### config.mk
export PLATFORM = sky130hd
export DESIGN_NAME = skip_set_sub_instr_exec
export DESIGN_NICKNAME = d
export VERILOG_FILES = /design/src/verilog/skip_set_sub_instr_exec.v /design/src/verilog/sub_alu.v
export VERILOG_INCLUDE_DIRS = /design/src /design/src/verilog
export SDC_FILE = /design/constraint.sdc
export NUM_CORES = 1
export LEC_CHECK = 0
export BUFFER_PORTS_ARGS = -buffer_cell sky130_fd_sc_hd__buf_2
export CAP_MARGIN = 20
export CELL_PAD_IN_SITES_DETAIL_PLACEMENT = 1
export CELL_PAD_IN_SITES_GLOBAL_PLACEMENT = 2
export CORE_MARGIN = 3
export CORE_UTILIZATION = 32
export DETAILED_ROUTE_END_ITERATION = 7
export PLACE_DENSITY = 0.89
export SLEW_MARGIN = 30
export SYNTH_ARGS = -nofsm -noshare
export SYNTH_HDL_FRONTEND = slang
export SYNTH_SLANG_ARGS = --single-unit
### constraint.sdc
create_clock -name clk_sys -period 2.35 [get_ports clk_sys]
set_input_delay 0.1175 -clock clk_sys [delete_from_list [all_inputs] [get_ports clk_sys]]
set_output_delay 0.1175 -clock clk_sys [all_outputs]
set_load 0.05 [all_outputs]
### src/verilog/skip_set_sub_defines.vh
// Purpose: Constants for the set/skip/subtract execution block
// Assumes: Opcode codes are local to this block's decode port
// Notes:   Included by bare name
`ifndef SKIP_SET_SUB_DEFINES_VH
`define SKIP_SET_SUB_DEFINES_VH
`define OP_NONE          4'h0
`define OP_SET_BYTE      4'h1
`define OP_SET_BIT       4'h2
`define OP_INC_MEM_SKIP  4'h3
`define OP_INC_ACC_SKIP  4'h4
`define OP_SKIP_BIT_ONE  4'h5
`define OP_SUB_TO_ACC    4'h6
`define OP_SUB_TO_MEM    4'h7
`define OP_SUB_IMM       4'h8
`define OP_SKIP_ZERO     4'h9
`define OP_SWAP_MEM      4'hA
`define OP_SWAP_ACC      4'hB
`define OP_MOVE_SKIP     4'hC
`define BYTE_ALL_ONES    8'hFF
`define ACC_RESET        8'h00
`define FLAG_OV_BIT      3
`define FLAG_Z_BIT       2
`define FLAG_AC_BIT      1
`define FLAG_C_BIT       0
`define WDATA_RESET      8'h00
`define FLAG_RESET       1'b0
`endif

### src/verilog/skip_set_sub_instr_exec.v
// Purpose: Executes set, increment-skip, skip-test, subtract and nibble-swap ops
// Assumes: One op per instruction cycle; memory read data valid with the op
// Notes:   A taken skip inserts one dummy cycle and discards the prefetched op
//          Ops offered during the dummy cycle are dropped, so fetch must not park one there
//          Low ce freezes every register, the dummy cycle included
//          Subtract carry is set for no borrow
`timescale 1ns/1ps
`include "skip_set_sub_defines.vh"
module skip_set_sub_instr_exec (
  // Clock and reset
  input  wire       clk_sys,
  input  wire       rst,
  input  wire       ce,
  // Decoded op
  input  wire       op_valid,
  input  wire [3:0] op_code,
  input  wire [2:0] bit_sel,
  input  wire [7:0] imm_data,
  // Data memory
  input  wire [7:0] mem_rdata,
  output reg  [7:0] mem_wdata,
  output reg        mem_we,
  // Accumulator and flags
  output reg  [7:0] acc,
  output reg        overflow_flag,
  output reg        zero_flag,
  output reg        aux_carry_flag,
  output reg        carry_flag,
  // Pipeline control
  output wire       discard_prefetch,
  output wire       busy,
  output reg        skip_taken
);
  // Op cycle, or the dummy cycle that stands in for a discarded prefetch
  localparam ST_EXEC  = 1'b0;
  localparam ST_DUMMY = 1'b1;
  reg        state;
  reg        next_state;
  reg  [7:0] next_mem_wdata;
  reg        next_mem_we;
  reg  [7:0] next_acc;
  reg        next_skip;
  reg        upd_flags;
  reg  [7:0] sub_b;
  wire [7:0] incr;
  wire [7:0] bit_mask;
  wire [7:0] swapped;
  wire [7:0] diff;
  wire       d_ov;
  wire       d_z;
  wire       d_ac;
  wire       d_c;
  wire       take;
  wire       incr_zero;
  wire       bit_one;
  wire       byte_zero;
  reg  [3:0] next_flags;
  assign incr     = mem_rdata + 8'h01;
  assign bit_mask = 8'h01 << bit_sel;
  assign swapped  = {mem_rdata[3:0], mem_rdata[7:4]};
  // Test results shared by the skip ops
  assign incr_zero = (incr == 8'h00);
  assign bit_one   = |(mem_rdata & bit_mask);
  assign byte_zero = (mem_rdata == 8'h00);
  // In the dummy cycle the prefetched op is dropped and no new op is taken
  assign discard_prefetch = (state == ST_DUMMY);
  assign busy             = (state == ST_DUMMY);
  // Gating the take with ce keeps a frozen cycle from looking like an executed op
  assign take = ce & op_valid & (state == ST_EXEC);

  // Immediate form takes its operand from the op, all others from memory
  always @* begin
    if (op_code == `OP_SUB_IMM) begin
      sub_b = imm_data;
    end else begin
      sub_b = mem_rdata;
    end
  end

  // One subtractor serves the accumulator, memory-destination and immediate forms
  sub_alu u_sub_alu (
    .a    (acc),
    .b    (sub_b),
    .diff (diff),
    .ov   (d_ov),
    .z    (d_z),
    .ac   (d_ac),
    .c    (d_c)
  );

  // Every result is decided here and registered below, so data outputs come from flops
  always @* begin
    next_mem_wdata = mem_wdata;
    next_mem_we    = 1'b0;
    next_acc       = acc;
    next_skip      = 1'b0;
    upd_flags      = 1'b0;
    next_state     = ST_EXEC;
    if (take) begin
      case (op_code)
        `OP_SET_BYTE: begin
          next_mem_wdata = `BYTE_ALL_ONES;
          next_mem_we    = 1'b1;
        end
        `OP_SET_BIT: begin
          next_mem_wdata = mem_rdata | bit_mask;
          next_mem_we    = 1'b1;
        end
        `OP_INC_MEM_SKIP: begin
          next_mem_wdata = incr;
          next_mem_we    = 1'b1;
          next_skip      = incr_zero;
        end
        `OP_INC_ACC_SKIP: begin
          next_acc  = incr;
          next_skip = incr_zero;
        end
        `OP_SKIP_BIT_ONE: begin
          next_skip = bit_one;
        end
        `OP_SUB_TO_ACC, `OP_SUB_IMM: begin
          next_acc  = diff;
          upd_flags = 1'b1;
        end
        `OP_SUB_TO_MEM: begin
          next_mem_wdata = diff;
          next_mem_we    = 1'b1;
          upd_flags      = 1'b1;
        end
        `OP_SKIP_ZERO: begin
          next_skip = byte_zero;
        end
        `OP_SWAP_MEM: begin
          next_mem_wdata = swapped;
          next_mem_we    = 1'b1;
        end
        `OP_SWAP_ACC: begin
          next_acc = swapped;
        end
        `OP_MOVE_SKIP: begin
          next_acc  = mem_rdata;
          next_skip = byte_zero;
        end
        default: begin
          // Code zero and unused codes do nothing
          next_skip = 1'b0;
        end
      endcase
      // False condition stays in EXEC: one cycle
      if (next_skip) begin
        next_state = ST_DUMMY;
      end
    end
  end

  // Only subtracts touch flags; every other op carries them over
  always @* begin
    next_flags               = 4'h0;
    next_flags[`FLAG_OV_BIT] = upd_flags ? d_ov : overflow_flag;
    next_flags[`FLAG_Z_BIT]  = upd_flags ? d_z : zero_flag;
    next_flags[`FLAG_AC_BIT] = upd_flags ? d_ac : aux_carry_flag;
    next_flags[`FLAG_C_BIT]  = upd_flags ? d_c : carry_flag;
  end

  // Sequencer and skip pulse move together so the dummy cycle always follows a true skip
  always @(posedge clk_sys or posedge rst) begin
    if (rst) begin
      state      <= ST_EXEC;
      skip_taken <= 1'b0;
    end else if (ce) begin
      state      <= next_state;
      skip_taken <= next_skip;
    end
  end

  // Write port: the strobe is a one-cycle pulse, the data holds between writes
  always @(posedge clk_sys or posedge rst) begin
    if (rst) begin
      mem_wdata <= `WDATA_RESET;
      mem_we    <= 1'b0;
    end else if (ce) begin
      mem_wdata <= next_mem_wdata;
      mem_we    <= next_mem_we;
    end
  end

  // Skip ops that load the accumulator write it in their first cycle, not the dummy one
  always @(posedge clk_sys or posedge rst) begin
    if (rst) begin
      acc <= `ACC_RESET;
    end else if (ce) begin
      acc <= next_acc;
    end
  end

  always @(posedge clk_sys or posedge rst) begin
    if (rst) begin
      overflow_flag  <= `FLAG_RESET;
      zero_flag      <= `FLAG_RESET;
      aux_carry_flag <= `FLAG_RESET;
      carry_flag     <= `FLAG_RESET;
    end else if (ce) begin
      overflow_flag  <= next_flags[`FLAG_OV_BIT];
      zero_flag      <= next_flags[`FLAG_Z_BIT];
      aux_carry_flag <= next_flags[`FLAG_AC_BIT];
      carry_flag     <= next_flags[`FLAG_C_BIT];
    end
  end
endmodule // skip_set_sub_instr_exec

### src/verilog/sub_alu.v
// Purpose: Subtractor a + ~b + 1 with the four arithmetic flags
// Assumes: 8-bit operands
// Notes:   Combinational
`timescale 1ns/1ps
module sub_alu (
  // Operands
  input  wire [7:0] a,
  input  wire [7:0] b,
  // Result
  output wire [7:0] diff,
  output wire       ov,
  output wire       z,
  output wire       ac,
  output wire       c
);
  wire [8:0] full;
  wire [4:0] low;
  assign full = {1'b0, a} + {1'b0, ~b} + 9'h001;
  assign low  = {1'b0, a[3:0]} + {1'b0, ~b[3:0]} + 5'h01;
  assign diff = full[7:0];
  assign c    = full[8];
  assign ac   = low[4];
  assign z    = (full[7:0] == 8'h00);
  // Operands of opposite sign and result sign differs from a
  assign ov   = (a[7] ^ b[7]) & (a[7] ^ full[7]);
endmodule // sub_alu

After elaboration in Yosys (flattened, before gate mapping):

Index checks and enable logic that the tools add are counted.

* bits of input ports: 27
* output and inout port bits: 24
* logic and storage cells: 63
* register bits: 23

* add/subtract/negate cells: 5
* mux-type cells: 12
* bitwise gates (word level): 10
* shifts and indexed selects: 1
* equal/unequal tests: 12
* reductions and logical operators: 14

Operator list (count)
* 8-bit case mux with 5 select lines: 1
* 8-bit case mux with 4 select lines: 1
* 8-bit logical NOT: 3
* 4-bit == test, second input constant: 5
* 4-bit by 3-bit == test with 1-bit output, second input constant: 4
* 8-bit by 8-bit adder with 9-bit output: 1
* 9-bit by 1-bit adder with 9-bit output, second input constant: 1
* 8-bit by 1-bit adder with 8-bit output, second input constant: 1
* 8-bit AND: 1
* 4-bit by 2-bit == test with 1-bit output, second input constant: 2
* 1-bit 2-to-1 mux: 8
* 8-bit 2-to-1 mux: 1
* 8-bit inverter: 1
* 8-bit OR: 1
* 8-bit OR reduction: 1
* 1-bit by 3-bit << shifter with 8-bit output, first input constant: 1
* 3-bit AND reduction: 2
* 2-bit OR reduction: 3
* 4-bit by 4-bit adder with 5-bit output: 1
* 5-bit by 1-bit adder with 5-bit output, second input constant: 1
* 5-bit nonzero test: 1
* 5-bit OR reduction: 1
* 4-bit by 1-bit == test with 1-bit output, second input constant: 1
* 4-bit inverter: 1
* 7 further kinds: 10

Depth between registers and ports, before layout:

* word-level depth: 7
* depth in mapped cells: 13
* depth with buffers taken out: 11

Cells and area by module:

From an unflattened synthesis, not the netlist that was laid out.

* cells, all modules: 315
* area, all modules: 2487.4 µm²

Modules (own cells, without submodules)
* skip_set_sub_instr_exec: area an instance 2023.2 µm², instances 1, cells each 249, seq. area each 550.5 µm²
* sub_alu: area an instance 464.2 µm², instances 1, cells each 66, seq. area each 0.0 µm²

Worst setup path after synthesis:

No wires, ideal clock.

* kind: in2reg
* start: input op_code[0]
* end: register zero_flag
* required time: 2.283 ns
* library setup time: 0.067 ns
* buffers on the path: 4
* path slack: -0.466 ns
* cell stages on the path: 12
* arrival time: 2.749 ns
* cells stage by stage: buf_4 > clkbuf_1 > nor3_1 > buf_2 > mux2i_1 > ha_1 > clkbuf_1 > o211a_1 > o31a_1 > or3_1 > a222oi_1 > a22o_1

* word-level cells in the longest chain between the ends: 6
* elaborated cells between the ends (all ways): 12
* classes of those cells: 2 x add/sub; 3 x eq/ne; 3 x mux; 1 x bitwise; 3 x reduce/logical

Ends and longest elaborated chain
* start: declaration: line skip_set_sub_instr_exec.v:16 `input wire [3:0] op_code,`
* 4-bit == test: line skip_set_sub_instr_exec.v:100 `case (op_code)`
* 8-bit 2-to-1 mux: line skip_set_sub_instr_exec.v:73 `` if (op_code == `OP_SUB_IMM) begin ``
* 8-bit inverter: line sub_alu.v:18 `assign full = {1'b0, a} + {1'b0, ~b} + 9'h001;`
* 8-bit by 8-bit adder with 9-bit output: line sub_alu.v:18
* 9-bit by 1-bit adder with 9-bit output: line sub_alu.v:18
* 8-bit logical NOT: line sub_alu.v:23 `assign z = (full[7:0] == 8'h00);`
* end signal: assignment: line skip_set_sub_instr_exec.v:199 `` zero_flag <= `FLAG_RESET; ``
* end signal: assignment: line skip_set_sub_instr_exec.v:204 `` zero_flag <= next_flags[`FLAG_Z_BIT]; ``
* end: declaration: line skip_set_sub_instr_exec.v:26 `output reg zero_flag,`

Parallel ways exist; a longest one is shown, timed or not.
A chain may end at the register's enable or synchronous reset.

Worst setup path in the final report:

* start: input op_code[2]
* end: register acc[6]

* word-level cells in the longest chain between the ends: 6
* elaborated cells between the ends (all ways): 13
* classes of those cells: 2 x add/sub; 5 x eq/ne; 2 x mux; 1 x bitwise; 3 x reduce/logical

Ends and longest elaborated chain
* 4-bit == test: line skip_set_sub_instr_exec.v:100
* 8-bit 2-to-1 mux: line skip_set_sub_instr_exec.v:73
* 8-bit inverter: line sub_alu.v:18
* 8-bit by 8-bit adder with 9-bit output: line sub_alu.v:18
* 9-bit by 1-bit adder with 9-bit output: line sub_alu.v:18
* 8-bit case mux with 4 select lines: line skip_set_sub_instr_exec.v:100
* end signal: assignment: line skip_set_sub_instr_exec.v:190 `` acc <= `ACC_RESET; ``
* end signal: assignment: line skip_set_sub_instr_exec.v:192 `acc <= next_acc;`
* end: declaration: line skip_set_sub_instr_exec.v:24 `output reg [7:0] acc,`

Parallel ways exist; a longest one is shown, timed or not.

==> impl_summary.txt <==
----------------------------------------------------
[Placed design]
  Area after DPL ... around 2800 um^2
  Worst Setup Slack post-DPL ... -0.239 ns
  Port-buffer cells ... 50
  HPWL after detailed placement ... 6.73 mm
  Cell total after placement ... approximately 440
  RD Place Congestion ... around 0.94

[GRT]
  Pin count of the biggest net entering global routing ... 23
  Number of global-route vias before repair ... 2719
  Antenna violations before repair ... 0
  First-pass GRT wire length ... between 10 and 15 mm
  Total Routing Usage GR ... a little over a fifth
  GR Overflow Total ... 0

[Timing]
  Worst clock skew ... 0.00497 ns
  Final Max Slew Viols ... 0
  Final hold violation count ... 0
  Final setup TNS ... 0 ns
  Relative slew margins ... 50.1%
  Final-report setup violation count ... 0
  Period utilization ... 98.3%
  Least setup slack across all paths after layout ... 0.0408 ns
  Max frequency ... between 400 and 500 MHz
  RSZ-0062 raised after global routing ... true
  Transition time of the tightest slew-check pin ... between 0.7 and 0.8 ns
  Final critical path time including I/O delays and setup ... 2.31 ns

[Synth]
  Sequential fraction of the synthesis area ... about a quarter
  Count of unique library cells instantiated by Yosys ... 64
  Share of flip-flops with an asynchronous set or reset after synthesis ... between 90% and 100%
  Number of warnings issued by yosys ... 0
  Synthesized cell area ... ~2300 um^2
  Post-Synthesis Net Count ... 320
  Avg Cell Area, Syn ... between 8 and 9 um^2
  Yosys reg bits ... 22
  Predominant post-synthesis flop cell ... dfrtp_1
  Number of standard cells after synthesis ... approximately 280
  Number of synthesized flops with an enable pin ... 0

[Clocking]
  Level count of the clock H-tree ... 1
  Clock buffer count from CTS ... 3
  TritonCTS clock tree ... yes
  Root Driver ... clkbuf_8
  Worst-skew pair later-pin latency ... ~0.28 ns
  Maximum buffer depth of the clock tree ... 2
  Clock sinks ... 22
  Reg clk slew, reported paths ... roughly 0.10 ns

[Critical path]
  Largest incremental delay on the critical path ... between 0.3 and 0.4 ns
  Critical path arrival ... 2.47 ns
  Top delay family on crit path ... simple AND/OR/NAND/NOR gates
  Max stage delay cell, worst path ... or3_4
  Worst path bufs/invs ... 2
  Cell breakdown of the critical path ... buf_2 -> nand2b_4 -> nor3_4 -> buf_12 -> mux2i_4 -> ha_4 -> nor2b_2 -> o31a_1 -> or3_4 -> a311oi_1 -> o31ai_1
  Endpoint type of the worst setup path ... flop
  Worst R2R End ... acc[6]
  CP Max Fanout ... 10
  Reg-to-reg setup timing slack ... about 0.18 ns
  First element of the critical path ... op_code[2]
  Category of the worst setup path launch point ... primary input
  Required time of the critical path ... between 2 and 3 ns
  Worst-case reg-to-reg path depth ... 8
  Setup Crit Path Kind ... primary input to flop
  Reg-to-reg critical path startpoint ... acc[0]

[Floorplan]
  Die X-Extent ... roughly 90 um
  Placeable core region ... about 6800 um^2
  Ports ... a little over 50
  Row count ... 30
  DIE AREA ... 8110 um^2
  Die extent in y ... around 90 um
  Initial core utilization ... 33.1%

[Worst hold path]
  Class of the tightest hold or removal check ... primary input to flop
  Source of the worst hold timing path ... ce
  Hold Path End ... mem_we
  Number of cells on the worst hold path ... 3

[Drt]
  Antenna Nets Post-Route ... 0
  Wirelength, routed ... 9.01 mm
  Count of unresolved DRC violations after routing ... 0
  Number of vias per cell ... 5.81
  Total number of vias ... 2575
  DRC marker count from the first detailed-route iteration ... around 190
  Drt pass-1 iters ... 4
  Routed wire per std cell ... between 20 and 25 um

[Final layout]
  Diode insertion count for antenna repair ... 0
  Layout cells sized above 1 ... roughly a third
  Fin cells ... between 400 and 500
  Commonest non-fill, non-tap cell in the layout ... buf_2
  Highest-count cells in the layout ignoring fill and taps ... buf_2, buf_4, nand2_1
  Sequential cell area ... around 550 um^2
  Number of nets in the final layout ... approximately 390
  Area grow syn2layout ... 30.6%
  Multi-input combinational cell area ... between 1500 and 2000 um^2
  FILL cells ... 870
  Cell area after layout ... a little under 3000 um^2

[Pwr]
  Worst IR Drop VDD ... ~0.00022 V
  Pwr per Cell Area ... ~750 nW/um^2
  Total chip power ... 2230 uW
  Leak pwr ... about 0.0013 uW

[Run status]
  Outcome ... finished clean

[Run]
  Number of max-cap violations ... 0

----------------------------------------------------
[synthesized netlist by cell type (5+ instances only)]
cell | number | share of area [%]
a21o_1 | 6 | 2.0
a21oi_1 | 16 | 3.5
a221oi_1 | 6 | 2.3
a22o_1 | 6 | 2.3
a2bb2oi_1 | 5 | 1.9
buf_4 | 5 | 1.7
clkbuf_1 | 14 | 2.3
dfrtp_1 | 22 | 24
ha_1 | 11 | 6.1
inv_1 | 10 | 1.7
mux2i_1 | 8 | 3.5
nand2_1 | 26 | 4.3
nand3_1 | 9 | 2.0
nand3b_1 | 5 | 1.7
nor2_1 | 15 | 2.5
nor3_1 | 12 | 2.7
o21a_1 | 6 | 2.0
o21ai_0 | 16 | 3.5
or3_1 | 5 | 1.4
xor2_1 | 6 | 2.3
[how the worst max path moves through the flow]
stage | to | slack, ns | cells past startpoint
global route | zero_flag | -0.03 | 14
floorplan | zero_flag | -0.12 | 12
detailed placement | zero_flag | -0.24 | 12
CTS | zero_flag | 0.04 | 12
finish | acc[6] | 0.04 | 11
global placement | zero_flag | -0.20 | 11
[metal layers]
metal | vias to the layer above | routed length [um] | GRT usage (%)
met5 | - | 0 | 0
met4 | 0 | 223 | 7.91
met3 | 22 | 452 | 2.51
met2 | 93 | 4380 | 34.8
met1 | 1269 | 3950 | 29.9
li1 | 1191 | - | -
[per-stage QoR]
step | hold slack (ns) | util (%)
after floorplan | 0.107 | -
after global placement | 0.371 | 41.0
after detailed placement | 0.420 | 41.0
after CTS | 0.0984 | 42.1
after global routing | 0.161 | 43.2
final | 0.143 | 43.2
[cells by family (layout without fill, tap and decap cells)]
kind of cell	Yosys count	count (layout)	synth area share, %
AO/OA/AOI/OAI	100	100	32.2
XOR/XNOR	10	10	3.87
adder cells (fa/ha/maj)	12	12	6.97
buffers and inverters	34	100	6.91
flip-flops	22	22	24.3
multiplexers	9	9	4.04
AND/OR/NAND/NOR	94	94	21.6
[state kept, by name, indices dropped and copies added, names as in the netlist]
signal / cells
carry_flag: 1
mem_wdata: 8
zero_flag: 1
aux_carry_flag: 1
mem_we: 1
acc: 8
skip_taken: 1
overflow_flag: 1
[tightest hold or removal path, delay by kind of cell]
kind                   cells  cell delay (ns)
AO/OA/AOI/OAI              1             0.10
buffers and inverters      2             0.18
[layout make-up]
cell class	instances	area share, %
inverters	11	1.40
repair buffers	85	17.9
clock inverters	1	1.02
clock buffers	3	1.40
well taps	96	4.07
multi-input cells	225	55.6
flip-flops and latches	22	18.6
[where the power goes]
part / total (uW) / internal, uW / switching, uW
clock network: 390 / 228 / 161
registers: 539 / 468 / 71.3
logic: 1300 / 460 / 837
[what timing repair did]
| action | 4_1_cts | 5_1_grt |
|---|---|---|
| setup buffers | 0 | 1 |
| resized for setup | 0 | 12 |
| endpoints found under the hold margin | 0 | 22 |
| hold buffers | 0 | 1 |
| setup endpoints to repair | 0 | 6 |
(Power assumes the default switching activity.)
